`src/rtl/usc_params.svh`:
```
// constants for the second serial port control block
`ifndef USC_PARAMS_SVH
`define USC_PARAMS_SVH

// ------------------------------------------------------------
// register map
// ------------------------------------------------------------
`define USC_CTRL_ADDR      8'hd8
`define USC_CTRL_RESET     8'h00
`define USC_UNMAPPED_READ  8'h00

// ------------------------------------------------------------
// control register field positions
// ------------------------------------------------------------
`define USC_MODE_HIGH_BIT  7
`define USC_MODE_LOW_BIT   6
`define USC_MP_CHECK_BIT   5
`define USC_RX_EN_BIT      4
`define USC_TX_NINTH_BIT   3
`define USC_RX_NINTH_BIT   2
`define USC_TX_DONE_BIT    1
`define USC_RX_DONE_BIT    0

// ------------------------------------------------------------
// receive buffer shape
// ------------------------------------------------------------
`define USC_FIFO_WIDTH     9
`define USC_FIFO_DEPTH     4

`endif

```
`src/rtl/usc_pkg.sv`:
```
// types shared by the serial port control block
package usc_pkg;

    typedef enum logic [1:0] {
        USC_MODE0,
        USC_MODE1,
        USC_MODE2,
        USC_MODE3
    } usc_mode_e;

    typedef logic [7:0] usc_byte_t;

    // register state of the control block; the receive buffer keeps its own
    typedef struct packed {
        usc_byte_t ctrl;
        usc_byte_t rdata;
    } usc_ctrl_state_s;

endpackage : usc_pkg

```
`src/rtl/usc_fifo_if.sv`:
```
// push and pop handshake bundle between control block and its buffer
`timescale 1ns/1ns
`default_nettype none

interface usc_fifo_if #(
    parameter int WIDTH = 9
);
    logic             push_valid;
    logic             push_ready;
    logic [WIDTH-1:0] push_data;
    logic             pop_valid;
    logic             pop_ready;
    logic [WIDTH-1:0] pop_data;

    modport fifo (
        input  push_valid,
        output push_ready,
        input  push_data,
        output pop_valid,
        input  pop_ready,
        output pop_data
    );

    modport user (
        output push_valid,
        input  push_ready,
        output push_data,
        input  pop_valid,
        output pop_ready,
        input  pop_data
    );
endinterface : usc_fifo_if

`default_nettype wire

```
`src/rtl/usc_fifo.sv`:
```
// small flip-flop fifo with valid and ready on both sides
`timescale 1ns/1ns
`default_nettype none

module usc_fifo #(
    parameter int WIDTH = 9,
    parameter int DEPTH = 4
) (
    input wire logic  clk,
    input wire logic  rst_b,
    usc_fifo_if.fifo  f
);
    localparam int AW = (DEPTH > 1) ? $clog2(DEPTH) : 1;

    typedef struct packed {
        logic [DEPTH-1:0][WIDTH-1:0] mem;
        logic [AW-1:0]               wp;
        logic [AW-1:0]               rp;
        logic [AW:0]                 cnt;
    } usc_fifo_state_s;

    usc_fifo_state_s st_q;
    usc_fifo_state_s st_d;
    logic            push;
    logic            pop;

    // ------------------------------------------------------------
    // handshakes
    // ------------------------------------------------------------
    assign f.push_ready = (st_q.cnt != (AW+1)'(DEPTH));
    assign f.pop_valid  = (st_q.cnt != '0);
    assign f.pop_data   = st_q.mem[st_q.rp];
    assign push         = f.push_valid && f.push_ready;
    assign pop          = f.pop_valid && f.pop_ready;

    // ------------------------------------------------------------
    // next state
    // ------------------------------------------------------------
    always_comb begin
        st_d = st_q;
        if (push) begin
            st_d.mem[st_q.wp] = f.push_data;
            st_d.wp = (st_q.wp == AW'(DEPTH - 1)) ? '0 : st_q.wp + AW'(1);
        end
        if (pop) begin
            st_d.rp = (st_q.rp == AW'(DEPTH - 1)) ? '0 : st_q.rp + AW'(1);
        end
        if (push && !pop) begin
            st_d.cnt = st_q.cnt + (AW+1)'(1);
        end else if (pop && !push) begin
            st_d.cnt = st_q.cnt - (AW+1)'(1);
        end
    end

    always_ff @(posedge clk) begin
        if (!rst_b) begin
            st_q <= '0;
        end else begin
            st_q <= st_d;
        end
    end
endmodule : usc_fifo // usc_fifo

`default_nettype wire

```
`src/rtl/usc_serial_ctrl.sv`:
```
// control and status register block of the second serial port
//
// What this block does
// - bits 7:6 pick mode, bit 7 high: 00 mode0 .. 11 mode3
// - mode 1, check clear: stop bit level ignored for receive-done
// - mode 1, check set: receive-done only when stop bit is one
// - modes 2/3, check clear: ninth bit ignored for receive-done
// - modes 2/3, check set: receive-done only when ninth bit is one
// - mode 0 transmit: transmit-done set at end of eighth bit time
// - modes 1-3 transmit: transmit-done set as stop bit starts; software clears
// - mode 0 receive: receive-done set at end of eighth bit time
// - modes 1-3 receive: receive-done set mid stop bit, subject to check
// - receive-done never cleared by hardware; software writes zero
// - modes 2/3: ninth received bit stored in received-ninth-bit field
// - mode 1, check clear: stop bit level stored in received-ninth-bit field
// - control register at address d8h, resets to 00h
`timescale 1ns/1ns
`default_nettype none
`include "usc_params.svh"

module usc_serial_ctrl
    import usc_pkg::*;
(
    input  wire logic       clk,
    input  wire logic       rst_b,
    input  wire logic [7:0] sfr_addr,
    input  wire logic       sfr_wr,
    input  wire logic       sfr_rd,
    input  wire logic [7:0] sfr_wdata,
    output logic      [7:0] sfr_rdata,
    output logic      [1:0] mode_sel,
    output logic            rx_enable,
    output logic            multiproc_check_enable,
    output logic            tx_ninth_bit,
    input  wire logic       tx_bit8_end,
    input  wire logic       tx_stop_start,
    input  wire logic       rx_frame_valid,
    output logic            rx_frame_ready,
    input  wire logic [7:0] rx_frame_data,
    input  wire logic       rx_frame_bit9,
    output logic            rx_word_valid,
    input  wire logic       rx_word_ready,
    output logic      [8:0] rx_word_data,
    output logic            tx_done_flag,
    output logic            rx_done_flag
);
    usc_ctrl_state_s st_q;
    usc_ctrl_state_s st_d;
    usc_mode_e       mode;
    logic            ctrl_hit;
    logic            mp_check;
    logic            rx_en;
    logic            frame_ok;
    logic            frame_take;
    logic            frame_keep;
    logic            tx_event;

    usc_fifo_if #(.WIDTH(`USC_FIFO_WIDTH)) rxq ();

    // ------------------------------------------------------------
    // field decode
    // ------------------------------------------------------------
    assign mode     = usc_mode_e'({st_q.ctrl[`USC_MODE_HIGH_BIT],
                                   st_q.ctrl[`USC_MODE_LOW_BIT]});
    assign mp_check = st_q.ctrl[`USC_MP_CHECK_BIT];
    assign rx_en    = st_q.ctrl[`USC_RX_EN_BIT];
    assign ctrl_hit = (sfr_addr == `USC_CTRL_ADDR);

    // ------------------------------------------------------------
    // frame qualification
    // ------------------------------------------------------------
    // check bit has no effect in mode 0, software keeps it low there
    always_comb begin
        unique case (mode)
            USC_MODE0: frame_ok = 1'b1;
            USC_MODE1: frame_ok = !mp_check || rx_frame_bit9;
            USC_MODE2,
            USC_MODE3: frame_ok = !mp_check || rx_frame_bit9;
        endcase
    end

    // disabled receiver swallows frames so the shifter never hangs
    assign rx_frame_ready = !rx_en || rxq.push_ready;
    assign frame_take     = rx_frame_valid && rx_frame_ready;
    assign frame_keep     = frame_take && rx_en && frame_ok;

    assign rxq.push_valid = rx_frame_valid && rx_en && frame_ok;
    assign rxq.push_data  = {rx_frame_bit9 && (mode != USC_MODE0), rx_frame_data};
    assign rxq.pop_ready  = rx_word_ready;
    assign rx_word_valid  = rxq.pop_valid;
    assign rx_word_data   = rxq.pop_data;

    // ------------------------------------------------------------
    // transmit completion
    // ------------------------------------------------------------
    assign tx_event = (mode == USC_MODE0) ? tx_bit8_end
                                          : tx_stop_start;

    // ------------------------------------------------------------
    // register next state
    // ------------------------------------------------------------
    always_comb begin
        st_d = st_q;
        if (sfr_wr && ctrl_hit) begin
            st_d.ctrl = sfr_wdata;
        end
        // hardware sets win over a same-cycle software clear
        if (tx_event) begin
            st_d.ctrl[`USC_TX_DONE_BIT] = 1'b1;
        end
        if (frame_keep) begin
            st_d.ctrl[`USC_RX_DONE_BIT] = 1'b1;
            if (mode == USC_MODE2 || mode == USC_MODE3) begin
                st_d.ctrl[`USC_RX_NINTH_BIT] = rx_frame_bit9;
            end else if (mode == USC_MODE1 && !mp_check) begin
                st_d.ctrl[`USC_RX_NINTH_BIT] = rx_frame_bit9;
            end
        end
        if (sfr_rd) begin
            st_d.rdata = ctrl_hit ? st_q.ctrl : `USC_UNMAPPED_READ;
        end
    end

    always_ff @(posedge clk) begin
        if (!rst_b) begin
            st_q.ctrl  <= `USC_CTRL_RESET;
            st_q.rdata <= 8'h00;
        end else begin
            st_q <= st_d;
        end
    end

    // ------------------------------------------------------------
    // receive buffer
    // ------------------------------------------------------------
    usc_fifo #(
        .WIDTH (`USC_FIFO_WIDTH),
        .DEPTH (`USC_FIFO_DEPTH)
    ) u_rx_fifo (
        .clk   (clk),
        .rst_b (rst_b),
        .f     (rxq.fifo)
    );

    // ------------------------------------------------------------
    // outputs
    // ------------------------------------------------------------
    assign sfr_rdata              = st_q.rdata;
    assign mode_sel               = {st_q.ctrl[`USC_MODE_HIGH_BIT],
                                     st_q.ctrl[`USC_MODE_LOW_BIT]};
    assign rx_enable              = rx_en;
    assign multiproc_check_enable = mp_check;
    assign tx_ninth_bit           = st_q.ctrl[`USC_MODE_HIGH_BIT]
                                    && st_q.ctrl[`USC_TX_NINTH_BIT];
    assign tx_done_flag           = st_q.ctrl[`USC_TX_DONE_BIT];
    assign rx_done_flag           = st_q.ctrl[`USC_RX_DONE_BIT];
endmodule : usc_serial_ctrl // usc_serial_ctrl

`default_nettype wire

```
`config.mk`:
```
export PLATFORM = sky130hd
export DESIGN_NAME = usc_serial_ctrl
export DESIGN_NICKNAME = d
export VERILOG_FILES = /design/src/rtl/usc_pkg.sv /design/src/rtl/usc_fifo_if.sv /design/src/rtl/usc_fifo.sv /design/src/rtl/usc_serial_ctrl.sv
export VERILOG_INCLUDE_DIRS = /design/src /design/src/rtl
export SDC_FILE = /design/constraint.sdc
export NUM_CORES = 1
export LEC_CHECK = 0
export BUFFER_PORTS_ARGS = -buffer_cell sky130_fd_sc_hd__buf_2
export CORE_MARGIN = 2
export CORE_UTILIZATION = 40
export CTS_CLUSTER_SIZE = 16
export DETAILED_ROUTE_END_ITERATION = 12
export GPL_ROUTABILITY_DRIVEN = 0
export PLACE_DENSITY = 0.73
export SETUP_SLACK_MARGIN = 0.1
export SLEW_MARGIN = 15
export SYNTH_ARGS = -nofsm -noshare
export SYNTH_HDL_FRONTEND = slang
export SYNTH_SLANG_ARGS = --single-unit
```
`constraint.sdc`:
```
create_clock -name clk -period 2.7 [get_ports clk]
set_input_delay 0.135 -clock clk [delete_from_list [all_inputs] [get_ports clk]]
set_output_delay 0.135 -clock clk [all_outputs]
set_load 0.1 [all_outputs]
```
# Word level (Yosys, flattened, before mapping)
# Index checks and enable logic that the tools add are counted.
totals:
  reg_bits: 59
  in_bits: 33
  output_inout_bits: 26
  elab_cells: 72
classes:
  add_sub_neg: 4
  n_lt_le_gt_ge: 3
  eq_ne: 7
  n_mux: 18
  reduce_logical: 28
op_table:
  columns: ["cell", "n"]
  rows:
  - ["$bwmux 36", 1]
  - ["$bmux 9 s2", 1]
  - ["$demux 9 s2", 1]
  - ["$mux 9", 2]
  - ["$logic_and 1x1->1", 14]
  - ["$mux 3", 3]
  - ["$eq 2x2->1 const B", 4]
  - ["$eq 8x8->1 const B", 1]
  - ["$mux 8", 1]
  - ["$reduce_bool 2->1", 4]
  - ["$lt 2x3->1 const B", 2]
  - ["$mux 1", 6]
  - ["$add 2x1->2 const B", 2]
  - ["$logic_not 1->1", 4]
  - ["$mux 2", 2]
  - ["$add 3x1->3 const B", 1]
  - ["$logic_or 1x1->1", 3]
  - ["$ne 3x3->1 const B", 1]
  - ["$reduce_bool 3->1", 1]
  - ["$reduce_or 3->1", 1]
  - ["$sub 3x1->3 const B", 1]
  - ["$eq 2x1->1 const B", 1]
  - ["$ge 2x1->1 const B", 1]
  - ["$logic_not 2->1", 1]
  - ["$pmux 1 s2", 1]

# Logic depth before layout (Yosys ltp)
depth:
  depth_word: 9
  depth_mapped: 9
  depth_no_buf: 8

# Hierarchy
# From an unflattened synthesis, not the netlist that was laid out.
unflattened:
  hier_cells: 270
  hier_area_um2: 2800.2
by_module_without_submodules:
  columns: ["module", "instances", "cells_each", "area_per_inst_um2", "seq_area_each_um2"]
  rows:
  - ["usc_fifo", 1, 186, 1984.4, 860.8]
  - ["usc_serial_ctrl", 1, 84, 815.8, 320.3]

# Least setup slack after synthesis
# OpenSTA, ideal clock, no wires.
synth_path:
  path_type: "flip-flop to flip-flop"
  start: "register st_q (netlist bit rx_enable)"
  end: "register u_rx_fifo.st_q[2] (netlist name)"
  setup_ns: 0.071
  arrival_ns: 2.775
  t_required_ns: 2.629
  path_slack_ns: -0.146
  stages_incl_launch_ff: 10
  n_path_buf: 1
  period_less_slack_ns: 2.846
  path_cell_list: "dfxtp_1 -> nand2_1 -> a311oi_2 -> buf_6 -> ha_1 -> inv_1 -> fa_1 -> xor2_1 -> or3_1 -> a21oi_1"
synth_via:
  elab_chain_len: 6
  word_cells_on_any_way: 8
  cone_classes: "mux (1); reduce/logical (7)"
synth_lines:
  columns: ["item", "line", "source"]
  rows:
  - ["start: declaration", "usc_serial_ctrl.sv:47", "usc_ctrl_state_s st_q;"]
  - ["start signal: assignment", "usc_serial_ctrl.sv:129", "st_q <= st_d;"]
  - ["$logic_and 1x1->1 * (2 in a row)", "usc_serial_ctrl.sv:87", "assign rxq.push_valid = rx_frame_valid && rx_en && frame_ok;"]
  - ["$logic_and 1x1->1 *", "usc_fifo.sv:33", "assign push = f.push_valid && f.push_ready;"]
  - ["via u_rx_fifo.push", "usc_fifo.sv:24", "logic push;"]
  - ["$logic_not 1->1", "usc_fifo.sv:50", "end else if (pop && !push) begin"]
  - ["$logic_and 1x1->1", "usc_fifo.sv:50", null]
  - ["$reduce_bool 2->1 (no line)", null, null]
  - ["end signal: assignment", "usc_fifo.sv:59", "st_q <= st_d;"]
  - ["end: declaration", "usc_fifo.sv:22", "usc_fifo_state_s st_q;"]
# Mark *: on every way through the listed nets, which the timed path passes. The rest lies on a longest branch.
# A chain may end at the register's enable or synchronous reset.

# Worst setup path in the final report
layout_path:
  start: "register u_rx_fifo.st_q[0] (netlist name)"
  end: "register u_rx_fifo.st_q[2] (netlist name)"
layout_via:
  elab_chain_len: 5
  word_cells_on_any_way: 13
  cone_classes: "add/sub (2); eq/ne (1); mux (2); reduce/logical (8)"
layout_lines:
  columns: ["item"]
  rows:
  - ["branches (longest 5 deep; another with $sub 3x1->3)"]
# Several ways; the timed one is not identified. The select of a mux whose other input is x is not followed.

==> results.md <==
* Average wire per standard cell at between 10 and 15 um
* PD cells at roughly 730 mW/mm^2
* First-pass GRT wire length at approximately 8.9 mm
* Post-CTS Resized at 0
* CTS tree: built
* # diodes at 0
* CTS buffer count at 9
* Mapped Area at approximately 0.0027 mm^2
* Vias in the first global route at 1946
* Post-route minimum period at about 2300 ps
* Clock buffer depth at 2
* PortBufs at slightly below 60
* Reported leakage power at roughly 1.6 nW
* Area Growth Syn to Fin at 19.4%
* Synth cell types at 33
* Max Cap Viol at 0
* Worst path cell trace: or3_2, nand2_1, ha_1, inv_1, fa_1, xor2_1, or3_1, a21oi_1
* CP peak stage delay at 510 ps
* Via density at just over 5
* Final hold slack at 33.0 ps
* NumNets Final at 345
* Crit path max fanout at 4
* Io pins at 59
* Rows at 29
* Post-route cell area at between 0.003 and 0.004 mm^2
* Initial Utilization at 0.418
* Final setup violation count at 0
* Max Slew Vio Count at 0
* CP Class: flop to flop
* GRT Overall Usage at 0.156
* Fin cells at around 390
* CTS root buf: clkbuf_8
* DP Wirelength at between 3 and 4 mm
* Number of remaining DRC errors at 0
* Predominant post-synthesis flop cell: dfxtp_1
* Clock latency on the worst-skew pair at between 300 and 400 ps
* CP max-delay cell: or3_2
* Via Count at slightly below 2000
* CTS Sinks at 59
* FFs w/ async S/R, synth at 0
* Clk_skew at ~11 ps
* Startpoint Class: flop
* Share of layout cells above drive strength 1 at 0.319
* Syn nets at approximately 290
* Core Util, Final at 0.499
* Initial DRC count at ~130
* Die area at roughly 0.0073 mm^2
* Initial antenna violation count at 0
* Crit path required time at a little under 3000 ps
* Die width at about 86 um
* Chip height at 85.7 um
* Routed Antenna Nets at 0
* Status: finished, final reports clean
* Fmax at around 0.43 GHz
* RSZ-0062 raised after global routing: false
* Final count of hold timing violations at 0
* DR pass1 iterations at 4
* Post-synthesis sequential area ratio at 0.443
* # hold bufs at CTS at 0
* Setup TNS at 0 ps
* Synthesized instance count at ~250
* Total wire length at 5.40 mm
* Max VDD drop at ~0.39 mV
* Worst Hold Class: primary input to flop
* Slew HR at 0.522
* WP data arrival at approximately 2600 ps
* DP Area at 0.00295 mm^2
* Core region area at ~0.0064 mm^2
* Register bit count reported by yosys at between 50 and 60
* Post CTS Setup Buffer Count at 0
* CP Capture Type: flop
* Post-synth EDFFs at 0
* Period utilisation layout at 0.860
* H-tree Lvls at 3
* Slew @ Worst Pin at between 700 and 800 ps
* Yosys warning count at 0
* Clock transition at the registers of the reported paths at 70 ps
* Largest net degree at the start of global routing at 47
* Syn avg cell area at between 10 and 15 um^2
* GR Overflow Total at 0
* Cells after DPL at about 370
-- final cells by class --
class                      instances  area, um^2
tap                               77        96.3
multi-input combinational        168        1330
clock buffer                       9         124
inverter                           6        22.5
clock inverter                     7         116
timing repair buffer              61         313
fill                             577        3200
sequential                        59        1180
-- per-stage QoR --
stage / setup slack [ps] / power [mW]
finish: 379 / 2.33
global route: 270 / 2.42
CTS: 372 / 2.35
detailed placement: 407 / 1.38
global placement: 451 / 1.38
floorplan: 144 / 1.29
-- sequential cells by signal, indices dropped and copies added (netlist names) --
signal,flops
rx_enable,1
st_q,2
tx_done_flag,1
sfr_rdata,8
mode_sel,2
multiproc_check_enable,1
rx_done_flag,1
u_rx_fifo.st_q,43
-- worst max-delay path, delay by kind of cell, from the launching register on --
kind,cells,cell delay [ps]
xor gates and xnor gates,1,160
buffers and inverters,1,60
AOI/OAI and AO/OA,1,140
and+or+nand+nor,3,950
adders and majority gates,2,580
DFF,1,350
-- report_power, final --
part | total [mW] | switching, mW | internal, mW
Sequential | 0.969 | 0.0679 | 0.901
Clock | 0.974 | 0.363 | 0.611
Combinational | 0.388 | 0.245 | 0.143
-- metal layers --
metal / track usage / vias to the layer above / part of all wire
met4: 0.0765 / 0 / 0.017
met2: 0.258 / 35 / 0.50
met3: 0.0452 / 8 / 0.040
li1: - / 972 / -
met1: 0.184 / 964 / 0.44
met5: 0 / - / 0
-- cell families (layout without fill, tap and decap cells) --
logic type                 Yosys count  after routing  synth area share
muxes                               57             57             0.256
and+or+nand+nor                     84             84             0.149
xor gates and xnor gates             2              2           0.00656
adders and majority gates            7              7            0.0356
AOI/OAI and AO/OA                   18             18            0.0506
buffers and inverters               27             83            0.0591
DFF                                 59             59             0.443
-- cells in the mapped netlist (2+ instances only) --
library cell / n / area (um^2)
a22oi_1: 8 / 60.1
mux4_2: 9 / 203
dfxtp_1: 59 / 1180
clkbuf_1: 8 / 30.0
ha_1: 6 / 75.1
o21a_1: 2 / 15.0
mux2i_1: 47 / 470
nand3_1: 2 / 10.0
nand2_1: 49 / 184
nand2_4: 4 / 45.0
buf_4: 10 / 75.1
inv_1: 6 / 22.5
xor2_1: 2 / 17.5
a21oi_1: 4 / 20.0
or3_1: 3 / 18.8
nor2_1: 18 / 67.6
-- cells in the final DEF (no fill, tap or decap), types with 2 or more instances in the layout --
cell / synthesis / final
inv_1: 6 / 6
dfxtp_1: 59 / 58
ha_1: 6 / 6
mux4_2: 9 / 9
nand2_4: 4 / 4
clkbuf_8: 1 / 9
buf_2: 1 / 58
nand3_1: 2 / 2
o21a_1: 2 / 2
bufinv_16: 0 / 3
clkinv_2: 0 / 2
nor2_1: 18 / 18
nand2_1: 49 / 49
buf_4: 10 / 3
a21oi_1: 4 / 4
xor2_1: 2 / 2
mux2i_1: 47 / 47
or3_1: 3 / 2
a22oi_1: 8 / 8
-- path summary, 6_finish.rpt --
check	slack [ps]	cells after the start	endpoint	from
setup reg to reg	380	8	u_rx_fifo.st_q[2]	u_rx_fifo.st_q[0]
hold / removal	30	3	rx_enable	sfr_wdata[4]
setup / recovery	380	8	u_rx_fifo.st_q[2]	u_rx_fifo.st_q[0]
hold reg to reg	460	2	u_rx_fifo.st_q[32]	u_rx_fifo.st_q[32]
No activity file was read; power rests on OpenSTA's default activity.
